File: config.mk
export PLATFORM = sky130hd
export DESIGN_NAME = rsb_fabric
export DESIGN_NICKNAME = d
export VERILOG_FILES = /design/src/rtl/rsb_pkg.sv /design/src/rtl/rsb_arb_if.sv /design/src/rtl/rsb_arbiter.sv /design/src/rtl/rsb_fabric.sv
export SDC_FILE = /design/constraint.sdc
export NUM_CORES = 1
export LEC_CHECK = 0
export BUFFER_PORTS_ARGS = -buffer_cell sky130_fd_sc_hd__buf_2
export CAP_MARGIN = 10
export CORE_AREA = 2 2 182 184
export DETAILED_ROUTE_END_ITERATION = 7
export DIE_AREA = 0 0 184 186
export PLACE_DENSITY = 0.5
export SETUP_SLACK_MARGIN = 0.1
export SYNTH_ARGS = -nofsm -noshare
export SYNTH_HDL_FRONTEND = slang
export SYNTH_SLANG_ARGS = --single-unit
export TNS_END_PERCENT = 5
File: constraint.sdc
create_clock -name SYS_CLK -period 2.2 [get_ports SYS_CLK]
set_input_delay 0.44 -clock SYS_CLK [delete_from_list [all_inputs] [get_ports SYS_CLK]]
set_output_delay 0.44 -clock SYS_CLK [all_outputs]
set_load 0.02 [all_outputs]
File: src/rtl/rsb_pkg.sv
package rsb_pkg;

  localparam int RSB_NUM_M = 4;
  localparam int RSB_NUM_S = 4;
  localparam int RSB_DATA_W = 32;
  localparam int RSB_ADDR_W = 5;
  localparam int RSB_IDX_W = 2;

  typedef logic [RSB_DATA_W-1:0] rsb_data_t;
  typedef logic [RSB_ADDR_W-1:0] rsb_addr_t;
  typedef logic [RSB_IDX_W-1:0] rsb_idx_t;
  typedef logic [RSB_NUM_M-1:0] rsb_vec_t;

  typedef enum logic [0:0] {
    RSB_ARB_IDLE = 1'b0,
    RSB_ARB_OWNED = 1'b1
  } rsb_arb_state_t;

  localparam rsb_idx_t RSB_RESET_PTR = 2'h0;
  localparam rsb_idx_t RSB_IDX_STEP = 2'h1;
  localparam rsb_vec_t RSB_NONE = 4'h0;
  localparam rsb_vec_t RSB_ONE = 4'h1;
  localparam rsb_data_t RSB_DATA_ZERO = 32'h0000_0000;
  localparam rsb_addr_t RSB_ADDR_ZERO = 5'h00;

  // slave windows: eight words each
  localparam rsb_addr_t RSB_WIN_MASK = 5'h18;
  localparam rsb_addr_t RSB_WIN_BASE [RSB_NUM_S] = '{
    5'h00, 5'h08, 5'h10, 5'h18
  };

endpackage

File: src/rtl/rsb_arb_if.sv
`timescale 1ns/1ps
interface rsb_arb_if;
  import rsb_pkg::*;

  rsb_vec_t req;
  rsb_vec_t grant;
  rsb_idx_t owner;
  logic busy;

  modport arb (
    input req,
    output grant,
    output owner,
    output busy
  );

  modport fab (
    output req,
    input grant,
    input owner,
    input busy
  );
endinterface

File: src/rtl/rsb_arbiter.sv
`timescale 1ns/1ps
module rsb_arbiter (
  // clock and reset
  input logic clk,
  input logic rst_n,
  // requests in, grant out
  rsb_arb_if.arb ab
);
  import rsb_pkg::*;

  rsb_arb_state_t state_q;
  rsb_idx_t owner_q;
  rsb_idx_t ptr_q;
  rsb_vec_t grant_q;
  rsb_idx_t start;
  rsb_idx_t pick;
  rsb_idx_t idx;
  logic found;
  logic keep;

  ////////////////////////////////////////////////////////////////////////////
  // rotating search

  always_comb begin
    keep = (state_q == RSB_ARB_OWNED) && ab.req[owner_q];
    // after a release the search begins one level past the old owner
    start = (state_q == RSB_ARB_OWNED) ? owner_q + RSB_IDX_STEP : ptr_q;
    found = 1'b0;
    pick = start;
    idx = start;
    for (int i = 0; i < RSB_NUM_M; i++) begin
      idx = start + rsb_idx_t'(i);
      if (!found && ab.req[idx]) begin
        found = 1'b1;
        pick = idx;
      end
    end
  end

  ////////////////////////////////////////////////////////////////////////////
  // grant register

  always_ff @(posedge clk) begin
    if (!rst_n) begin
      state_q <= RSB_ARB_IDLE;
      owner_q <= RSB_RESET_PTR;
      ptr_q <= RSB_RESET_PTR;
      grant_q <= RSB_NONE;
    end else if (keep) begin
      state_q <= RSB_ARB_OWNED;
    end else if (found) begin
      state_q <= RSB_ARB_OWNED;
      owner_q <= pick;
      ptr_q <= pick + RSB_IDX_STEP;
      grant_q <= RSB_ONE << pick;
    end else begin
      state_q <= RSB_ARB_IDLE;
      ptr_q <= start;
      grant_q <= RSB_NONE;
    end
  end

  assign ab.grant = grant_q;
  assign ab.owner = owner_q;
  assign ab.busy = (state_q == RSB_ARB_OWNED);

endmodule

File: src/rtl/rsb_fabric.sv
`timescale 1ns/1ps
module rsb_fabric (
  // clock and reset
  input logic SYS_CLK,
  input logic RESET_N,
  // master side
  input rsb_pkg::rsb_vec_t M_CYC,
  input rsb_pkg::rsb_vec_t M_STB,
  input rsb_pkg::rsb_vec_t M_WE,
  input rsb_pkg::rsb_addr_t M_ADR [rsb_pkg::RSB_NUM_M],
  input rsb_pkg::rsb_data_t M_DAT_WR [rsb_pkg::RSB_NUM_M],
  output rsb_pkg::rsb_vec_t M_ACK,
  output rsb_pkg::rsb_data_t M_DAT_RD [rsb_pkg::RSB_NUM_M],
  // arbitration
  output rsb_pkg::rsb_vec_t GRANT_LINE,
  // slave side
  output logic S_CYC,
  output logic S_WE,
  output rsb_pkg::rsb_addr_t S_ADR,
  output rsb_pkg::rsb_data_t S_DAT_WR,
  output rsb_pkg::rsb_vec_t S_STB,
  input rsb_pkg::rsb_vec_t S_ACK,
  input rsb_pkg::rsb_data_t S_DAT_RD [rsb_pkg::RSB_NUM_S]
);
  import rsb_pkg::*;

  rsb_arb_if arb_bus ();

  logic sel_cyc;
  logic sel_stb;
  logic sel_we;
  rsb_addr_t sel_adr;
  rsb_data_t sel_dat;
  rsb_vec_t hit;
  rsb_idx_t hit_idx;
  logic ack_any;
  rsb_data_t rd_sel;

  logic s_cyc_q;
  logic s_we_q;
  rsb_addr_t s_adr_q;
  rsb_data_t s_dat_q;
  rsb_vec_t s_stb_q;
  rsb_idx_t slave_q;
  rsb_vec_t m_ack_q;
  rsb_data_t m_rd_q [RSB_NUM_M];

  ////////////////////////////////////////////////////////////////////////////
  // arbiter

  assign arb_bus.req = M_CYC;

  rsb_arbiter u_arb (
    .clk(SYS_CLK),
    .rst_n(RESET_N),
    .ab(arb_bus.arb)
  );

  ////////////////////////////////////////////////////////////////////////////
  // master-to-shared multiplexers and address decode

  always_comb begin
    // an idle arbiter puts no cycle, strobe or write on the shared bus; address and data still follow the old owner
    sel_cyc = arb_bus.busy && M_CYC[arb_bus.owner];
    sel_stb = arb_bus.busy && M_STB[arb_bus.owner];
    sel_we = arb_bus.busy && M_WE[arb_bus.owner];
    sel_adr = M_ADR[arb_bus.owner];
    sel_dat = M_DAT_WR[arb_bus.owner];
  end

  always_comb begin
    hit = RSB_NONE;
    hit_idx = RSB_RESET_PTR;
    for (int i = 0; i < RSB_NUM_S; i++) begin
      if ((sel_adr & RSB_WIN_MASK) == RSB_WIN_BASE[i]) begin
        hit[i] = 1'b1;
        hit_idx = rsb_idx_t'(i);
      end
    end
  end

  ////////////////////////////////////////////////////////////////////////////
  // termination and read data return

  // only acknowledge ends a cycle; error and retry do not exist here
  assign ack_any = (|S_ACK) && (|s_stb_q);
  assign rd_sel = S_DAT_RD[slave_q];

  ////////////////////////////////////////////////////////////////////////////
  // shared bus registers

  always_ff @(posedge SYS_CLK) begin
    if (!RESET_N) begin
      s_cyc_q <= 1'b0;
      s_we_q <= 1'b0;
      s_adr_q <= RSB_ADDR_ZERO;
      s_dat_q <= RSB_DATA_ZERO;
      slave_q <= RSB_RESET_PTR;
    end else begin
      s_cyc_q <= sel_cyc;
      s_we_q <= sel_we;
      s_adr_q <= sel_adr;
      s_dat_q <= sel_dat;
      slave_q <= hit_idx;
    end
  end

  // strobe rests in the ack cycle and while the master ack is out: the
  // master still holds its strobe at the edge that samples that ack, and
  // that strobe must not start a second phase
  always_ff @(posedge SYS_CLK) begin
    if (!RESET_N) begin
      s_stb_q <= RSB_NONE;
    end else if (sel_cyc && sel_stb && !ack_any && !(|m_ack_q)) begin
      s_stb_q <= hit;
    end else begin
      s_stb_q <= RSB_NONE;
    end
  end

  ////////////////////////////////////////////////////////////////////////////
  // master return registers

  always_ff @(posedge SYS_CLK) begin
    if (!RESET_N) begin
      m_ack_q <= RSB_NONE;
    end else if (ack_any) begin
      m_ack_q <= arb_bus.grant;
    end else begin
      m_ack_q <= RSB_NONE;
    end
  end

  always_ff @(posedge SYS_CLK) begin
    if (!RESET_N) begin
      for (int i = 0; i < RSB_NUM_M; i++) begin
        m_rd_q[i] <= RSB_DATA_ZERO;
      end
    end else begin
      for (int i = 0; i < RSB_NUM_M; i++) begin
        if (ack_any && arb_bus.grant[i] && !s_we_q) begin
          m_rd_q[i] <= rd_sel;
        end
      end
    end
  end

  ////////////////////////////////////////////////////////////////////////////
  // outputs

  assign S_CYC = s_cyc_q;
  assign S_WE = s_we_q;
  assign S_ADR = s_adr_q;
  assign S_DAT_WR = s_dat_q;
  assign S_STB = s_stb_q;
  assign M_ACK = m_ack_q;
  assign M_DAT_RD = m_rd_q;
  assign GRANT_LINE = arb_bus.grant;

endmodule

# ---- Word-level counts from Yosys, hierarchy flattened
# Index checks and enable logic that the tools add are counted.
dict set report word_totals {
  ff_bits 186
  in_bits 294
  out_inout_bits 179
  word_cells 107
}
dict set report op_classes {
  addsub 5
  order_cmp 7
  eq_ne 3
  n_shift 1
  mux 42
  bitwise 3
  reduce_logical 31
}
# cell n
set ops {}
lappend ops {{binary-select mux 32 bit (select 2 bit)} 2}
lappend ops {{2-to-1 mux 32 bit} 4}
lappend ops {{logical AND 1 bit} 18}
lappend ops {{2-to-1 mux 1 bit} 18}
lappend ops {{less-than comparator 2 x 3 -> 1 bit (second input constant)} 5}
lappend ops {{binary-select mux 1 bit (select 2 bit)} 7}
lappend ops {{2-to-1 mux 2 bit} 7}
lappend ops {{OR reduction 4 bit} 3}
lappend ops {{binary-select mux 5 bit (select 2 bit)} 1}
lappend ops {{2-to-1 mux 5 bit} 2}
lappend ops {{adder 2 x 1 -> 2 bit (second input constant)} 3}
lappend ops {{>= comparator 3 bit (second input constant)} 2}
lappend ops {{zero test 1 bit} 6}
lappend ops {{inverter 2 -> 3 bit} 2}
lappend ops {{AND reduction 2 bit} 3}
lappend ops {{zero test 5 bit} 1}
lappend ops {{adder 2 bit (second input constant)} 2}
lappend ops {{equality test 2 bit (second input constant)} 2}
lappend ops {{2-to-1 mux 4 bit} 1}
lappend ops {{<< shifter 1 x 2 -> 4 bit (first input constant)} 1}
lappend ops {{equality test 2 x 1 -> 1 bit (second input constant)} 1}
lappend ops {{inverter 1 bit} 1}

# ---- Longest topological paths before layout
dict set report depth {
  word_depth 16
  mapped_depth 8
}

# ---- Hierarchy
# Synthesis repeated with hierarchy kept, for this count alone.
dict set report hier_totals {
  cells_unflattened 707
  hier_area_um2 8757.1
}
# mod n_inst cells_per_inst area_per_inst_um2
set modules_own_cells {}
lappend modules_own_cells {rsb_fabric 1 617 8010.2}
lappend modules_own_cells {rsb_arbiter 1 90 747.0}

# ---- Worst setup path after synthesis
# OpenSTA, ideal clock, no wires.
dict set report synth_path {
  kind {register -> register}
  from {register u_arb.owner_q[0] (netlist: u_arb.ab.owner[0])}
  to {register u_arb.ptr_q[1]}
  setup_ns 0.125
  arrival_ns 1.695
  required_ns 2.075
  path_slack_ns 0.380
  path_stages_with_launch 9
  cell_sequence {dfxtp_1 buf_2 xnor2_1 a21o_1 mux2i_1 a21oi_1 ha_1 a22oi_1 a21boi_0}
}
dict set report synth_between {
  elab_chain_len 16
  word_cells_on_any_way 31
  cone_classes {add/sub (5); mux (19); reduce/logical (7)}
}
# element line_no
set synth_rtl {}
lappend synth_rtl {{start: declaration} rsb_arbiter.sv:12} ;# rsb_idx_t owner_q;
lappend synth_rtl {{start signal: assignment} rsb_arbiter.sv:53} ;# owner_q <= pick;
lappend synth_rtl {{branches (longest 16 deep; another with adder 2 x 1 -> 2 bit)} -}
lappend synth_rtl {{end signal: assignment} rsb_arbiter.sv:54} ;# ptr_q <= pick + RSB_IDX_STEP;
lappend synth_rtl {{end signal: assignment} rsb_arbiter.sv:58} ;# ptr_q <= start;
lappend synth_rtl {{end: declaration} rsb_arbiter.sv:13} ;# rsb_idx_t ptr_q;
# Several ways; the timed one is not identified. The select of a mux whose other input is x is not followed.
# A chain may end at the register's enable or synchronous reset.

# ---- Worst setup path after layout
dict set report layout_path {
  from {register u_arb.state_q (netlist: u_arb.ab.busy)}
  to {register u_arb.ptr_q[1]}
}
dict set report layout_between {
  elab_chain_len 15
  word_cells_on_any_way 28
  cone_classes {add/sub (4); mux (17); reduce/logical (7)}
}
# element line_no
set layout_rtl {}
lappend layout_rtl {{start: declaration} rsb_arbiter.sv:11} ;# rsb_arb_state_t state_q;
lappend layout_rtl {{start signal: assignment} rsb_arbiter.sv:45} ;# state_q <= RSB_ARB_IDLE;
lappend layout_rtl {{start signal: assignment} rsb_arbiter.sv:50} ;# state_q <= RSB_ARB_OWNED;
lappend layout_rtl {{start signal: assignment} rsb_arbiter.sv:52} ;# state_q <= RSB_ARB_OWNED;
lappend layout_rtl {{branches (longest 15 deep; another with adder 2 x 1 -> 2 bit)} -}
# Several ways; the timed one is not identified. The select of a mux whose other input is x is not followed.

==> flow_summary.toml <==
[sta]
postLayoutSetupSlackWorst_ns = 0.317
setup_viol = 0
final_number_of_max_transition_violations = 0
setup_total_negative_slack_ns = 0
unrepaired_setup_endpoints_after_global_routing = "no"
slew_headroom_pct = 61.6
layout_worst_path_cycle_share_pct = 85.6
period_minus_slack_ns = 1.88
clock-skew-final_ns = 0.0171
worst-slew-pin-transition_ns = 0.571
timing_hold_violations_final = 0
clock.fmax_ghz = 0.531

[power]
sequentialPowerShare_pct = 42.1
power.switching_fraction_pct = 29.8
power.internal_mw = 5.98
clock_share_of_power_pct = 36.1
combPwrFrac_pct = 21.8
p_leak_nw = 5.17
pwr_density_cell_nw_per_um2 = 721
vdd_ir_drop_max_v = 0.000506
net-switching-power_mw = 2.54

[setup_path]
critical_path.max_stage_delay_ns = 0.49
crit_path_max_fanout = 10
crit_path_start = "u_arb.ab.busy"
arrival_ns = 2.20
worstReg2RegStart = "u_arb.ab.busy"
slowest_stage = "dfxtp_1"
crit_path_cell_trace = "nand2b_1 > a311o_1 > o2111ai_1 > ha_1 > a22oi_1 > a21boi_0"
class_of_the_most_critical_setup_path = "reg2reg"
timing.critical_path.to = "u_arb.ptr_q[1]"
reg2reg_to = "u_arb.ptr_q[1]"
worstRegToRegCells = 6
critical_path.endpoint_type = "flop"
critPathRequiredTime_ns = 2.52
rrSetupSlack_ns = 0.32
setup.worst_path.start_class = "flop"

[logic_synthesis]
yosysWarnings = 0
synth-main-ff-cell = "dfxtp_1"
yosys.cell_types.count = 39
dominant_combinational_cell_family_by_area_after_synthesis = "multiplexers"
synth.net_count = 1118
mappedNetlistArea_um2 = 8270
cells_after_synth = 823
synth_mux_area_share_pct = 19.7
synth_fa_ha_area_share_pct = 0.151
synth_seq_area_share_pct = 44.8
ys_async_sr_fraction_pct = 0
synth-xor-area-share_pct = 0.106
synth_enable_flop_cells = 0
synth_simple_gate_area_share_pct = 18.0
synth_compound_gate_area_share_pct = 13.6
post_synth.cell_area_avg_um2 = 10.0
postSynthRegisterBits = 185

[grt]
first_pass_grt_wire_length_mm = 45.7
grt_antenna_before_repair = 1
first_global_vias = 7625
globalRouteTotalUtil_pct = 18.0
grt_max_degree = 89
overflow = 0

[clocking]
worst_skew_pair.late_latency_ns = 0.44
cts_made_buffers = 17
h-tree-depth = 4
clock_tree_from_tritoncts = "yes"
cts.root.buffer_cell = "clkbuf_16"
clock_sink_count = 185
cts_setup_buffers = 0
cts_buffer_depth = 2
cts_hold_repair.buffers = 0
clk_transition_reported_paths_ns = 0.08
cts-resized-gates = 0

[floorplanning]
top_level_ports = 473
dieArea_um2 = 34200
floorplan.die.height_um = 186
start_util_pct = 25.7
placementRows = 66
core-area_um2 = 32200
die_w_um = 184

[drt]
drtIter0Drc = 281
antenna_left = 0
total_detailed_routing_wirelength_mm = 31.6
drt_pass1_iterations = 4
avgRoutedWirePerCell_um = 18.6
avgViaCountPerCell = 4.53
drt_drc_violations_left = 0
dr_total_vias = 7683

[placement]
io_buf_count = 472
numPlacedInstances = 1663
final_hpwl_from_detailed_placement_mm = 24.0
placement.setup.worst_slack_ns = -0.0275
placer_congestion = 0.775

[cells_and_area]
final-instance-count-excl-fill = 1697
layout.nets = 1569
drive_gt1_share_pct = 48.1
most-common-layout-cells = "471 x buf_2, 265 x nand2_1, 181 x dfxtp_1"
layout.cells.most_common = "buf_2"
fin_util_pct = 36.7
area_delta_synth_final_pct = 42.9

[outcome]
status = "complete, no violations"

[job]
drv_cap = 0

[worst_hold_path]
worstHoldPathType = "in2reg"
-- worst min-delay path by stage --
stage                    endpoint  slack, ns  depth (start not counted)          start
floorplan           M_DAT_RD[126]       0.53                          2  M_DAT_RD[126]
global placement     M_DAT_RD[27]       0.44                          2   M_DAT_RD[27]
detailed placement    M_DAT_RD[2]       0.45                          2    M_DAT_RD[2]
CTS                  S_DAT_WR[23]       0.39                          3   M_DAT_WR[55]
global route         S_DAT_WR[30]       0.40                          3  M_DAT_WR[126]
finish               S_DAT_WR[22]       0.41                          3   M_DAT_WR[54]
-- synthesized netlist by cell type (7+ instances only) --
| master | n | area, um^2 |
|---|---|---|
| dfxtp_1 | 185 | 3700 |
| nand2_1 | 267 | 1000 |
| clkbuf_1 | 40 | 150 |
| buf_1 | 13 | 48.8 |
| a21boi_0 | 120 | 901 |
| and3_1 | 7 | 43.8 |
| a21boi_1 | 10 | 75.1 |
| and2_1 | 45 | 282 |
| mux4_2 | 72 | 1620 |
| buf_2 | 11 | 55.1 |
-- power by group through the flow --
stage	clock (mW)	sequential, mW	combinational, mW
after global placement	0	3.67	1.89
final	3.08	3.58	1.86
after floorplan	0	3.79	0.979
after global routing	3.32	3.61	2.01
after detailed placement	0	3.67	1.90
after CTS	3.19	3.59	1.90
-- flip-flops by register name, indices dropped and copies added (netlist names) --
register,cells
S_DAT_WR,32
M_DAT_RD,128
u_arb.ptr_q,2
slave_q,1
M_ACK,4
u_arb.ab.grant,4
u_arb.ab.busy,1
S_CYC,1
S_STB,4
S_ADR,5
u_arb.ab.owner,2
S_WE,1
-- cell families after synthesis --
logic type | count (synthesis)
flops | 185
fa+ha+maj | 1
xor+xnor | 1
compound gates | 150
simple gates | 342
buf+inv | 71
mux | 73
-- worst max-delay path: cells and delay by family, from the launching register on --
kind	cells	cell delay (ns)
simple gates	1	0.22
flops	1	0.49
fa+ha+maj	1	0.29
compound gates	4	0.76
-- final cells by class --
class,count,area [um^2]
Antenna cell,2,5.00
Clock buffer,19,453
Clock inverter,13,126
Fill cell,3361,20400
Inverter,3,11.3
Multi-Input combinational cell,567,4270
Sequential cell,185,3710
Tap cell,408,510
Timing Repair Buffer,500,2730
-- stage by stage --
| step | area (um^2) | hold slack, ns | total power [mW] |
|---|---|---|---|
| 6_report | 11800 | 0.415 | 8.52 |
| 2_1_floorplan | 8270 | 0.533 | 4.77 |
| 5_1_grt | 11800 | 0.396 | 8.93 |
| 3_5_place_dp | 11200 | 0.446 | 5.57 |
| 4_1_cts | 11800 | 0.391 | 8.68 |
| 3_3_place_gp | 11200 | 0.439 | 5.56 |
-- metal layers --
layer | global-route usage [%] | wire, um | share of wire (%) | vias up
met5 | 0 | 0 | 0 | -
met4 | 3.49 | 242 | 0.77 | 0
met3 | 4.46 | 2250 | 7.1 | 15
met2 | 34.8 | 16800 | 53 | 317
met1 | 19.8 | 12300 | 39 | 3603
li1 | - | - | - | 3748
Note: power is estimated with default switching activity, not from simulation.
